<file path="config.mk">
export PLATFORM = sky130hd
export DESIGN_NAME = fcmd_host
export DESIGN_NICKNAME = d
export VERILOG_FILES = /design/src/fcmd_pkg.sv /design/src/fcmd_sync.sv /design/src/fcmd_host.sv
export SDC_FILE = /design/constraint.sdc
export NUM_CORES = 1
export LEC_CHECK = 0
export ABC_AREA = 1
export BUFFER_PORTS_ARGS = -buffer_cell sky130_fd_sc_hd__buf_2
export CAP_MARGIN = 20
export CELL_PAD_IN_SITES_DETAIL_PLACEMENT = 0
export CELL_PAD_IN_SITES_GLOBAL_PLACEMENT = 1
export CORE_MARGIN = 3
export CORE_UTILIZATION = 38
export CTS_CLUSTER_DIAMETER = 50
export DETAILED_ROUTE_END_ITERATION = 10
export MAX_ROUTING_LAYER = met4
export PLACE_DENSITY = 0.76
export SLEW_MARGIN = 20
export SYNTH_ARGS = -nofsm -noshare
export SYNTH_HDL_FRONTEND = slang
export SYNTH_HIERARCHICAL = 1
export SYNTH_SLANG_ARGS = --single-unit
</file>
<file path="constraint.sdc">
create_clock -name mclk -period 2.5 [get_ports mclk]
set_clock_uncertainty 0.1 [all_clocks]
set_input_delay 0.375 -clock mclk [delete_from_list [all_inputs] [get_ports mclk]]
set_output_delay 0.375 -clock mclk [all_outputs]
set_load 0.005 [all_outputs]
</file>
<file path="src/fcmd_pkg.sv">
package fcmd_pkg;

  localparam int MCLK_PS = 4000;

  // Flash bus timing, in the unit in which each figure is given.
  localparam int T_WE_LOW_NS   = 35;
  localparam int T_WE_HIGH_NS  = 30;
  localparam int T_ACCESS_NS   = 70;
  localparam int T_RESET_NS    = 500;
  localparam int T_SETTLE_NS   = 200;
  localparam int T_WINDOW_US   = 50;
  localparam int T_SUSPEND_US  = 20;

  // Least times round up, the window (a longest time) rounds down.
  localparam int WE_LOW_CYC   = (T_WE_LOW_NS * 1000 + MCLK_PS - 1) / MCLK_PS;
  localparam int WE_HIGH_CYC  = (T_WE_HIGH_NS * 1000 + MCLK_PS - 1) / MCLK_PS;
  localparam int ACCESS_CYC   = (T_ACCESS_NS * 1000 + MCLK_PS - 1) / MCLK_PS + 3;
  localparam int RESET_CYC    = (T_RESET_NS * 1000 + MCLK_PS - 1) / MCLK_PS;
  localparam int SETTLE_CYC   = (T_SETTLE_NS * 1000 + MCLK_PS - 1) / MCLK_PS;
  localparam int WINDOW_CYC   = (T_WINDOW_US * 1000000) / MCLK_PS;
  localparam int SUSPEND_CYC  = (T_SUSPEND_US * 1000000 + MCLK_PS - 1) / MCLK_PS;
  localparam int ADD_MARGIN   = WE_LOW_CYC + 4;

  // Software register offsets.
  localparam logic [3:0] REG_CTRL   = 4'h0;
  localparam logic [3:0] REG_ADDR   = 4'h4;
  localparam logic [3:0] REG_DATA   = 4'h8;
  localparam logic [3:0] REG_STATUS = 4'hc;
  localparam logic [3:0] REG_RDATA  = 4'h0;

  // Operations written to the control register.
  localparam logic [3:0] OP_READ     = 4'h0;
  localparam logic [3:0] OP_PROGRAM  = 4'h1;
  localparam logic [3:0] OP_BYP_ENT  = 4'h2;
  localparam logic [3:0] OP_BYP_PROG = 4'h3;
  localparam logic [3:0] OP_BYP_EXIT = 4'h4;
  localparam logic [3:0] OP_CHIP_ER  = 4'h5;
  localparam logic [3:0] OP_SECT_ER  = 4'h6;
  localparam logic [3:0] OP_SECT_ADD = 4'h7;
  localparam logic [3:0] OP_SUSPEND  = 4'h8;
  localparam logic [3:0] OP_RESUME   = 4'h9;
  localparam logic [3:0] OP_RESET    = 4'ha;
  localparam logic [3:0] OP_HWRESET  = 4'hb;

  // Command addresses and codes in word mode.
  localparam logic [19:0] A_UNLOCK1 = 20'h00555;
  localparam logic [19:0] A_UNLOCK2 = 20'h002aa;
  localparam logic [19:0] A_ANY     = 20'h00000;
  localparam logic [15:0] D_UNLOCK1 = 16'h00aa;
  localparam logic [15:0] D_UNLOCK2 = 16'h0055;
  localparam logic [15:0] D_PROGRAM = 16'h00a0;
  localparam logic [15:0] D_BYPASS  = 16'h0020;
  localparam logic [15:0] D_BYP_EX1 = 16'h0090;
  localparam logic [15:0] D_BYP_EX2 = 16'h0000;
  localparam logic [15:0] D_ERASE   = 16'h0080;
  localparam logic [15:0] D_CHIP    = 16'h0010;
  localparam logic [15:0] D_SECTOR  = 16'h0030;
  localparam logic [15:0] D_SUSPEND = 16'h00b0;
  localparam logic [15:0] D_RESUME  = 16'h0030;
  localparam logic [15:0] D_RESET   = 16'h00f0;
  localparam int SECT_HI = 19;
  localparam int SECT_LO = 12;

  typedef struct packed {
    logic [19:0] addr;
    logic [15:0] dq;
    logic        dqOe;
    logic        ceN;
    logic        weN;
    logic        oeN;
    logic        resetN;
  } fcmd_pins_t;

  typedef struct packed {
    logic [19:0] addr;
    logic [15:0] data;
  } fcmd_cycle_t;

endpackage

</file>
<file path="src/fcmd_sync.sv">
`timescale 1ns/100ps
module fcmd_sync import fcmd_pkg::*;
#(
  parameter int W = 1
)
(
  input  wire logic         mclk,
  input  wire logic         reset,
  input  wire logic [W-1:0] din,
  output logic      [W-1:0] dout
);

  logic [W-1:0] s1_q;
  logic [W-1:0] s2_q;
  logic [W-1:0] s3_q;

  // A bit changes only once the second and third stages agree.
  for (genvar i = 0; i < W; i++)
  begin : g_bit
    always_ff @(posedge mclk)
    begin
      if (reset)
      begin
        s1_q[i] <= 1'b1;
        s2_q[i] <= 1'b1;
        s3_q[i] <= 1'b1;
        dout[i] <= 1'b1;
      end
      else
      begin
        s1_q[i] <= din[i];
        s2_q[i] <= s1_q[i];
        s3_q[i] <= s2_q[i];
        if (s2_q[i] == s3_q[i])
          dout[i] <= s3_q[i];
      end
    end
  end

endmodule

</file>
<file path="src/fcmd_host.sv">
// The register addresses and the address-and-strobe port are this design's own decisions.
`timescale 1ns/100ps
// Overview of operation
// - Program is two unlock writes, set-up write, then address and data.
// - Hardware reset aborts programming; software must reissue the program afterwards.
// - Bypass entry is two unlock writes then the bypass code.
// - Bypass program is the program code then address and data, repeated.
// - Bypass exit writes the exit code then zero at any address.
// - Chip erase is six writes ending in the chip erase code.
// - Sector erase is six writes ending in sector address and sector code.
// - A 50 us window after the last write rise accepts more sectors.
// - The host keeps each extra sector write inside the window.
// - Unlock writes AA at 555 and 55 at 2AA; program code A0.
module fcmd_host import fcmd_pkg::*;
#(
  parameter int WIN_CYC  = WINDOW_CYC,
  parameter int SUSP_CYC = SUSPEND_CYC
)
(
  input  wire logic        mclk,
  input  wire logic        reset,
  input  wire logic [3:0]  regAddr,
  input  wire logic [31:0] regWdata,
  input  wire logic        regWrite,
  input  wire logic        regRead,
  output logic      [31:0] regRdata,
  output fcmd_pins_t       flashPins,
  input  wire logic [15:0] flashDqIn,
  input  wire logic        readyBusy
);

  typedef enum logic [6:0] {
    ST_IDLE   = 7'b0000001,
    ST_SETUP  = 7'b0000010,
    ST_STROBE = 7'b0000100,
    ST_HOLD   = 7'b0001000,
    ST_READ   = 7'b0010000,
    ST_WAIT   = 7'b0100000,
    ST_HWRST  = 7'b1000000
  } fcmd_state_t;

  fcmd_state_t state_q;
  fcmd_state_t state_d;
  logic [3:0]  op_q;
  logic [19:0] addr_q;
  logic [15:0] data_q;
  logic [15:0] rdData_q;
  logic [2:0]  idx_q;
  logic [15:0] timer_q;
  logic [15:0] timer_d;
  logic [15:0] window_q;
  logic        bypass_q;
  logic        sectErase_q;
  logic        suspended_q;
  logic        refused_q;
  logic        resetAbort_q;
  fcmd_pins_t  pins_d;
  logic        readyLvl;
  logic [15:0] dqSync;

  fcmd_sync #(.W(1)) u_rdySync
  (
    .mclk  (mclk),
    .reset (reset),
    .din   (readyBusy),
    .dout  (readyLvl)
  );

  fcmd_sync #(.W(16)) u_dqSync
  (
    .mclk  (mclk),
    .reset (reset),
    .din   (flashDqIn),
    .dout  (dqSync)
  );

  // Bus cycle sequence of each operation.
  function automatic fcmd_cycle_t seqCycle(input logic [3:0] op, input logic [2:0] idx,
                                           input logic [19:0] a, input logic [15:0] d);
    fcmd_cycle_t c;
    c = '{addr: A_ANY, data: D_RESET};
    case (op)
      OP_BYP_PROG: c = (idx == 3'h0) ? fcmd_cycle_t'{A_ANY, D_PROGRAM} : fcmd_cycle_t'{a, d};
      OP_BYP_EXIT: c = (idx == 3'h0) ? fcmd_cycle_t'{A_ANY, D_BYP_EX1}
                                     : fcmd_cycle_t'{A_ANY, D_BYP_EX2};
      OP_SECT_ADD: c = '{{a[SECT_HI:SECT_LO], 12'h000}, D_SECTOR};
      OP_SUSPEND:  c = '{A_ANY, D_SUSPEND};
      OP_RESUME:   c = '{A_ANY, D_RESUME};
      OP_RESET:    c = '{A_ANY, D_RESET};
      default:
        case (idx)
          3'h0, 3'h3:
            c = (op == OP_PROGRAM && idx == 3'h3) ? fcmd_cycle_t'{a, d}
                                                  : fcmd_cycle_t'{A_UNLOCK1, D_UNLOCK1};
          3'h1, 3'h4: c = '{A_UNLOCK2, D_UNLOCK2};
          3'h2:
            case (op)
              OP_PROGRAM: c = '{A_UNLOCK1, D_PROGRAM};
              OP_BYP_ENT: c = '{A_UNLOCK1, D_BYPASS};
              default:    c = '{A_UNLOCK1, D_ERASE};
            endcase
          default:
            case (op)
              OP_CHIP_ER: c = '{A_UNLOCK1, D_CHIP};
              default:    c = '{{a[SECT_HI:SECT_LO], 12'h000}, D_SECTOR};
            endcase
        endcase
    endcase
    return c;
  endfunction

  function automatic logic [2:0] seqLast(input logic [3:0] op);
    case (op)
      OP_PROGRAM:               return 3'h3;
      OP_BYP_ENT:               return 3'h2;
      OP_BYP_PROG, OP_BYP_EXIT: return 3'h1;
      OP_CHIP_ER, OP_SECT_ER:   return 3'h5;
      default:                  return 3'h0;
    endcase
  endfunction

  wire [3:0]  reqOp      = regWdata[3:0];
  wire        ctrlWrite  = regWrite && (regAddr == REG_CTRL);
  wire        statWrite  = regWrite && (regAddr == REG_STATUS);
  wire        windowOpen = (window_q != 16'h0000);
  wire        devBusy    = !readyLvl && !suspended_q;
  wire        engIdle    = (state_q == ST_IDLE);
  wire        isErase    = (reqOp == OP_CHIP_ER) || (reqOp == OP_SECT_ER) || (reqOp == OP_BYP_ENT);
  wire        isBypOp    = (reqOp == OP_BYP_PROG) || (reqOp == OP_BYP_EXIT);
  // A partial or mixed sequence would silently drop the device back to array read, so it is never issued.
  wire        reqLegal   = (reqOp == OP_HWRESET) ? 1'b1 :
                           (reqOp == OP_SUSPEND) ? (sectErase_q && !suspended_q) :
                           (reqOp == OP_SECT_ADD) ? (window_q > 16'(ADD_MARGIN)) :
                           (reqOp == OP_RESUME) ? suspended_q :
                           (reqOp > OP_HWRESET) ? 1'b0 :
                           windowOpen ? 1'b0 :
                           devBusy ? 1'b0 :
                           bypass_q ? isBypOp :
                           isBypOp ? 1'b0 :
                           suspended_q ? !isErase : 1'b1;
  wire        accept     = ctrlWrite && engIdle && reqLegal;
  wire        timerDone  = (timer_q == 16'h0000);
  wire        lastCyc    = (idx_q == seqLast(op_q));
  // The pins are registered from the next state, so they must carry the next cycle's address and data as well.
  wire [3:0]  opNext     = accept ? reqOp : op_q;
  wire [2:0]  idxNext    = accept ? 3'h0 : ((state_q == ST_HOLD) && timerDone && !lastCyc) ? idx_q + 3'h1 : idx_q;
  wire fcmd_cycle_t cur  = seqCycle(opNext, idxNext, addr_q, data_q);
  wire        weRise     = (state_q == ST_STROBE) && timerDone;
  wire        winStart   = weRise && lastCyc && ((op_q == OP_SECT_ER) || (op_q == OP_SECT_ADD));
  wire        finish     = (state_q == ST_HOLD) && timerDone && lastCyc;

  always_comb
  begin
    state_d = state_q;
    timer_d = timerDone ? 16'h0000 : timer_q - 16'h0001;
    case (state_q)
      ST_IDLE:
        if (accept)
        begin
          timer_d = (reqOp == OP_READ) ? 16'(ACCESS_CYC) : 16'(RESET_CYC);
          state_d = (reqOp == OP_READ) ? ST_READ : (reqOp == OP_HWRESET) ? ST_HWRST : ST_SETUP;
        end
      ST_SETUP:
      begin
        timer_d = 16'(WE_LOW_CYC - 1);
        state_d = ST_STROBE;
      end
      ST_STROBE:
        if (timerDone)
        begin
          timer_d = 16'(WE_HIGH_CYC - 1);
          state_d = ST_HOLD;
        end
      ST_HOLD:
        if (timerDone)
        begin
          // Accepting a suspend has already cleared the window, so every suspend waits the full suspend time here.
          timer_d = (op_q == OP_SUSPEND && !windowOpen) ? 16'(SUSP_CYC) : 16'(SETTLE_CYC);
          state_d = lastCyc ? ST_WAIT : ST_SETUP;
        end
      ST_READ, ST_HWRST:
        if (timerDone)
        begin
          timer_d = 16'(SETTLE_CYC);
          state_d = (state_q == ST_READ) ? ST_IDLE : ST_WAIT;
        end
      ST_WAIT:
        if (timerDone)
          state_d = ST_IDLE;
      default:
        state_d = ST_IDLE;
    endcase
  end

  always_comb
  begin
    pins_d        = '{addr: cur.addr, dq: cur.data, dqOe: 1'b0, ceN: 1'b1, weN: 1'b1, oeN: 1'b1, resetN: 1'b1};
    pins_d.dqOe   = (state_d == ST_SETUP) || (state_d == ST_STROBE) || (state_d == ST_HOLD);
    pins_d.ceN    = !(pins_d.dqOe || (state_d == ST_READ));
    pins_d.weN    = (state_d != ST_STROBE);
    pins_d.oeN    = (state_d != ST_READ);
    pins_d.resetN = (state_d != ST_HWRST);
    if (state_d == ST_READ)
      pins_d.addr = addr_q;
  end

  always_ff @(posedge mclk)
  begin
    if (reset)
    begin
      state_q   <= ST_IDLE;
      timer_q   <= 16'h0000;
      flashPins <= '{addr: 20'h00000, dq: 16'h0000, dqOe: 1'b0, ceN: 1'b1, weN: 1'b1, oeN: 1'b1, resetN: 1'b1};
    end
    else
    begin
      state_q   <= state_d;
      timer_q   <= timer_d;
      flashPins <= pins_d;
    end
  end

  always_ff @(posedge mclk)
  begin
    if (reset)
    begin
      op_q     <= OP_READ;
      addr_q   <= 20'h00000;
      data_q   <= 16'h0000;
      idx_q    <= 3'h0;
      rdData_q <= 16'h0000;
      regRdata <= 32'h00000000;
    end
    else
    begin
      if (accept)
        op_q <= reqOp;
      if (regWrite && regAddr == REG_ADDR && engIdle)
        addr_q <= regWdata[19:0];
      if (regWrite && regAddr == REG_DATA && engIdle)
        data_q <= regWdata[15:0];
      if (accept)
        idx_q <= 3'h0;
      else if ((state_q == ST_HOLD) && timerDone && !lastCyc)
        idx_q <= idx_q + 3'h1;
      if ((state_q == ST_READ) && timerDone)
        rdData_q <= dqSync;
      regRdata <= !regRead ? 32'h00000000 :
                  (regAddr == REG_STATUS) ? {24'h000000, resetAbort_q, refused_q, sectErase_q, windowOpen,
                                             suspended_q, bypass_q, readyLvl, !engIdle} :
                  (regAddr == REG_RDATA) ? {16'h0000, rdData_q} : 32'h00000000;
    end
  end

  // Mode tracking mirrors the device's command state so illegal requests never reach the pins.
  always_ff @(posedge mclk)
  begin
    if (reset)
    begin
      window_q     <= 16'h0000;
      bypass_q     <= 1'b0;
      sectErase_q  <= 1'b0;
      suspended_q  <= 1'b0;
      refused_q    <= 1'b0;
      resetAbort_q <= 1'b0;
    end
    else
    begin
      if (winStart)
        window_q <= 16'(WIN_CYC);
      else if (accept && (reqOp == OP_SUSPEND || reqOp == OP_HWRESET))
        window_q <= 16'h0000;
      else if (windowOpen)
        window_q <= window_q - 16'h0001;
      if (finish && op_q == OP_BYP_ENT)
        bypass_q <= 1'b1;
      else if ((finish && op_q == OP_BYP_EXIT) || (accept && reqOp == OP_HWRESET))
        bypass_q <= 1'b0;
      if (finish && op_q == OP_SECT_ER)
        sectErase_q <= 1'b1;
      else if ((accept && reqOp == OP_HWRESET) || (engIdle && !windowOpen && !suspended_q && readyLvl))
        sectErase_q <= 1'b0;
      if (finish && op_q == OP_SUSPEND)
        suspended_q <= 1'b1;
      else if ((finish && op_q == OP_RESUME) || (accept && reqOp == OP_HWRESET))
        suspended_q <= 1'b0;
      // A new event wins over a software clear in the same cycle.
      if (ctrlWrite && !accept)
        refused_q <= 1'b1;
      else if (statWrite && regWdata[6])
        refused_q <= 1'b0;
      if (accept && reqOp == OP_HWRESET && !readyLvl)
        resetAbort_q <= 1'b1;
      else if (statWrite && regWdata[7])
        resetAbort_q <= 1'b0;
    end
  end

endmodule

</file>
Word-level counts from Yosys, hierarchy flattened. Cells that the tools add are included. W data, S select, Z words.

Muxes and demuxes: 55. Reductions and logical operators: 72. Order comparisons: 2. Eq/ne operators: 66. Bitwise logic cells: 2. Add/sub/neg operators: 3.

Operators with widths (count): $pmux W36 S6 (1); $mux W36 (3); $pmux W36 S3 (1); $mux W16 (5); $pmux W16 S5 (1); $mux W7 (8); $eq A4 B3 Y1 const B (12); $mux W14 (3); $pmux W7 S6 (1); $eq A4 B4 Y1 const B (10); $logic_and A1 B1 Y1 (33); $sub A16 B1 Y16 const B (2); $eq A4 B2 Y1 const B (6); $mux W8 (3); $mux W1 (20); $mux W20 (1); $eq A1 B1 Y1 (17); $gt A16 B4 Y1 const B (1); $logic_not A16 Y1 (1); $pmux W8 S2 (1); $reduce_bool A16 Y1 (1); $eq A7 B2 Y1 const B (2); $eq A7 B3 Y1 const B (2); $eq A7 B4 Y1 const B (2); 29 further kinds (63).

Register bits after elaboration: 244. Output and inout bits: 73. Word-level logic and storage cells: 292. Input bits: 57.

Depth between registers and ports, before layout.
Depth in word-level cells: 22. Gate-level depth with buffers: 24. Gate-level depth less buffers: 22.

Modules after synthesis. The synthesis kept the hierarchy.

By module, submodules not included: fcmd_host (area an instance 7856.3 um^2, times used 1, sequential area each 3203.1 um^2, cells each 1112); fcmd_sync (u_dqSync) (area an instance 2108.3 um^2, times used 1, sequential area each 1281.2 um^2, cells each 247); fcmd_sync (u_rdySync) (area an instance 128.9 um^2, times used 1, sequential area each 80.1 um^2, cells each 15).

Worst setup path after synthesis. Ideal clock, no wire load.

Path kind: reg2reg. From: register window_q[0]. To: register flashPins[9] (netlist name). Cell stages (with the launch flop): 24. Setup time: 0.110 ns. Data required time: 2.290 ns. Path buffers: 2. Period minus slack after synthesis: 2.679 ns. Path slack: -0.179 ns. Arrival: 2.470 ns. Path through: dfxtp_1 > inv_1 > ha_1 > or2_1 > nor2_1 > nand2_1 > nand2_1 > nor2_1 > nor2_1 > nand2_4 > nand2_8 > nand2_2 > buf_6 > nand2_1 > nand2_2 > nor2_4 > nand2_2 > nand2_4 > nor2_8 > buf_6 > a21oi_2 > nand3_1 > nand2_1 > inv_1.

Cells in the longest elaborated chain, start to end: 14. Elaborated cells on any way between the ends: 31. Those cells by class: 1 x order compare; 11 x eq/ne; 13 x mux; 6 x reduce/logical.

Ends and longest elaborated chain: start, declared (RTL line fcmd_host.sv:51) `logic [15:0] window_q;`; start signal, assigned (RTL line fcmd_host.sv:270) `window_q <= 16'(WIN_CYC);`; start signal, assigned (RTL line fcmd_host.sv:274) `window_q <= window_q - 16'h0001;`; parallel branches: the longest is 4 deep, another holds $gt A16 B4 Y1; $mux W1 * (RTL line fcmd_host.sv:133) `(reqOp == OP_SECT_ADD) ? (window_q > 16'(ADD_MARGIN)) :`; $mux W1 * (RTL line fcmd_host.sv:132) `(reqOp == OP_SUSPEND) ? (sectErase_q && !suspended_q) :`; $mux W1 * (RTL line fcmd_host.sv:131) `wire reqLegal = (reqOp == OP_HWRESET) ? 1'b1 :`; $logic_and A1 B1 Y1 * (RTL line fcmd_host.sv:141) `wire accept = ctrlWrite && engIdle && reqLegal;`; $mux W4 or $mux W3 (tied branches); $eq A4 B1 Y1 or $eq A3 B2 Y1 (tied branches) (RTL line fcmd_host.sv:93, fcmd_host.sv:91); $logic_and A1 B1 Y1 (RTL line fcmd_host.sv:93) `c = (op == OP_PROGRAM && idx == 3'h3) ? fcmd_cycle_t'{a, d}`; $mux W36 (RTL line fcmd_host.sv:93); $pmux W36 S3 (RTL line fcmd_host.sv:91) `case (idx)`; $pmux W36 S6 * (RTL line fcmd_host.sv:82) `case (op)`; end signal, assigned (RTL line fcmd_host.sv:213) `flashPins <= '{addr: 20'h00000, dq: 16'h0000, dqOe: 1'b0, ceN: 1'b1, weN: 1'b1, oeN: 1'b1, resetN: 1'b1};`; end signal, assigned (RTL line fcmd_host.sv:219) `flashPins <= pins_d;`; end, declared (RTL line fcmd_host.sv:27) `output fcmd_pins_t flashPins,`.

Mark *: on every way between the ends. A chain may end at the register's enable or synchronous reset.

Worst setup path after layout. Same ends and word-level chain as after synthesis.

==> summary.md <==
| Metric | Value |
|---|---|
| Crit. End Element | `flip-flop` |
| CTS Root Cell | `clkbuf_16` |
| Class of the worst hold path | `in2reg` |
| Final count of hold timing violations | `0` |
| Share of layout cells above drive strength 1 | `31.28%` |
| Violation count after the first detailed-route iteration | `460` |
| Via count | `9430` |
| Largest net degree at the start of global routing | `91` |
| Net count, final | `1758` |
| Avg Cell Area, Syn | `7.346 um^2` |
| Startpoint Class | `flip-flop` |
| Crit path DAT | `3.17 ns` |
| Sequential fraction of the synthesis area | `45.22%` |
| Outcome | `finished, violations left` |
| Max-slew violations | `0` |
| # fillers | `2411` |
| Fin area | `14360 um^2` |
| Routed wire length | `26.87 mm` |
| Total power | `0.01145 W` |
| Initial DRT Pass Iterations | `5` |
| Top cells by area, synth | `dfxtp_1 (45%), nand2_1 (11%), nor2_1 (7.2%)` |
| First-pass GRT wire length | `43.18 mm` |
| Die Wd | `169.0 um` |
| Post-Synthesis Cells | `1374` |
| Leading area contributor after synthesis | `dfxtp_1` |
| Synth cell types | `50` |
| Max VDD drop | `685.7 uV` |
| GPL Wtd Cong | `0.8451` |
| Seq. cell area | `4569 um^2` |
| Hpwl dp | `18.84 mm` |
| TritonCTS buffer count | `29` |
| Leakage Power | `6.775 nW` |
| Max Clk Rate | `0.3543 GHz` |
| Overflow after GRT | `0` |
| DRC errors left | `0` |
| PnR worst setup slack | `-0.3221 ns` |
| Post-route ant nets | `0` |
| Final Setup Violations | `55` |
| Share of the synthesized area in the top cell type | `45.22%` |
| CP required | `2.85 ns` |
| Placed cells | `1942` |
| CTS H-tree depth | `1` |
| Yosys warnings | `6` |
| CTS max path bufs | `3` |
| CTS tree | `yes` |
| Worst-Skew Late Latency | `0.56 ns` |
| Cell Pwr Density | `797.4 nW/um^2` |
| Crit Path Class | `reg2reg` |
| Routed vias/inst | `4.591` |
| WL/cell | `13.08 um` |
| RSZ-0062 raised after global routing | `yes` |
| Clock transition at path regs | `0.06 ns` |
| Initial antenna violation count | `2` |
| Row count | `59` |
| Final min period | `2.822 ns` |
| DIE HEIGHT | `169.0 um` |
| Netlist Area Pre-Place | `10090 um^2` |
| Clk sinks | `228` |
| Core region area | `26060 um^2` |
| CP max FO | `7` |
| Vias in the first global route | `8958` |
| GRT Overall Usage | `18.65%` |
| Initial core utilization | `38.73%` |
| Finished Layout Cells | `2054` |
| Number of I/O pins | `130` |
| Port buffer count | `101` |
| Max-cap violation count | `0` |
| Die area | `28550 um^2` |
| Final Cycle Share | `112.9%` |
| Area Growth Syn to Fin | `42.31%` |
| Flops & latches, synth | `228` |
| Violated checks | `negative setup slack` |
| Multi-input gate area | `5099 um^2` |
| Placed inst area | `12220 um^2` |
[placed cells by master (no fill, tap or decap), drive strengths merged, types with 12 or more instances in the layout]
| master | Yosys | routed |
|---|---|---|
| a211oi | 37 | 37 |
| or2 | 41 | 42 |
| xor2 | 16 | 16 |
| buf | 32 | 302 |
| clkbuf | 27 | 37 |
| inv | 190 | 199 |
| dlygate4sd3 | 0 | 28 |
| nor3 | 30 | 30 |
| nand2 | 317 | 318 |
| nor2 | 219 | 219 |
| o21ai | 58 | 58 |
| a21oi | 47 | 47 |
| nor4 | 12 | 12 |
| nand3 | 76 | 76 |
| dfxtp | 228 | 228 |
| conb | 1 | 16 |
[cell type report]
cell class              instances  area share [%]
well taps                     335           2.918
diodes                          2         0.03484
clock inverters                18           1.577
repair buffers                332           17.74
inverters                     191           5.078
clock buffers                  35           5.348
flip-flops and latches        228           31.81
multi-input cells             913           35.50
[where the power goes]
part,switching (W),internal (W)
clock network,0.00170,0.00256
registers,0.000132,0.00390
logic,0.00169,0.00148
[what timing repair did]
action,CTS,global route
gates resized for setup,43,133
pin swaps,11,30
cloned,1,3
setup endpoints to repair,51,94
buffers inserted,8,17
endpoints found under the hold margin,35,0
hold buffers,28,0
[cell usage after synthesis, drive strengths merged]
library cell / instances
nand2: 317
dfxtp: 228
nor2: 219
inv: 190
nand3: 76
o21ai: 58
a21oi: 47
or2: 41
a211oi: 37
buf: 32
nor3: 30
clkbuf: 27
xor2: 16
nor4: 12
xnor2: 8
nand4: 7
ha: 6
o31ai: 5
a221oi: 3
a31oi: 2
o22ai: 2
a21boi: 1
a21o: 1
a32oi: 1
a41oi: 1
and3: 1
clkinv: 1
conb: 1
nor4b: 1
o211ai: 1
o32ai: 1
o41ai: 1
[critical path: stages (launching register included)]
cell and delay, ns:
dfxtp_2 0.34, inv_2 0.05, ha_4 0.15, or2_4 0.23, nor2_2 0.09, nand2_1 0.06
nand2_1 0.07, nor2_2 0.04, nor2_2 0.14, nand2_4 0.09, nand2_8 0.10, nand2_8 0.07
buf_12 0.15, nand2_4 0.05, nand2_4 0.05, nor2_4 0.20, nand2_4 0.10, nand2_4 0.10
nor2_8 0.06, clkbuf_16 0.16, a21oi_2 0.13, nand3_1 0.08, nand2_1 0.06, inv_1 0.04
[path summary, 6_finish.rpt]
| check | depth (start not counted) | from | to | slack [ns] |
|---|---|---|---|---|
| max | 23 | window_q[0]$_SDFFE_PP0P_ | flashPins[9]$_SDFF_PP0_ | -0.32 |
| min | 3 | regWdata[6] | data_q[6]$_SDFFE_PP0P_ | 0.02 |
| max reg2reg | 23 | window_q[0]$_SDFFE_PP0P_ | flashPins[9]$_SDFF_PP0_ | -0.32 |
| min reg2reg | 1 | u_dqSync/s1_q[1]$_SDFF_PP1_ | u_dqSync/s2_q[1]$_SDFF_PP1_ | 0.30 |
[sequential cells by signal, summed over array words and instances, names as in the netlist, 3 cells and up]
name           cells
timer_q           16
data_q            16
addr_q            20
u_dqSync/s1_q     16
window_q          16
regRdata          16
u_dqSync/s3_q     16
u_dqSync/dout     16
flashPins         41
rdData_q          16
idx_q              3
state_q            7
op_q               4
u_dqSync/s2_q     16
[cell families (layout without fill, tap and decap cells)]
family	count (synthesis)	after routing	synth area share, %
other	1	18	0.03715
adder cells (fa/ha/maj)	6	6	0.7438
flip-flops	228	228	45.22
XOR/XNOR	24	24	2.083
AO/OA/AOI/OAI	161	161	9.632
AND/OR/NAND/NOR	704	706	31.76
buffers and inverters	250	576	10.52
[stage by stage]
step | setup TNS (ns) | setup WS, ns | util [%] | hold WS (ns)
detailed placement | -10.36 | -0.2777 | 46.90 | 0.2871
global placement | -9.752 | -0.2695 | 46.90 | 0.2847
floorplan | -0.8107 | -0.1121 | - | 0.2832
global route | -18.26 | -0.4748 | 55.12 | 0.02518
finish | -10.01 | -0.3221 | 55.12 | 0.02268
CTS | -7.902 | -0.2606 | 52.61 | 0.002501
[layer usage]
metal / vias to the layer above / share of wire [%] / global-route usage, %
met5: - / 0 / -
met4: 0 / 2.2 / 4.375
met2: 177 / 46 / 30.31
met1: 4250 / 48 / 24.68
met3: 38 / 3.9 / 2.849
li1: 4965 / - / -
Power figures use the tool's default switching activity.
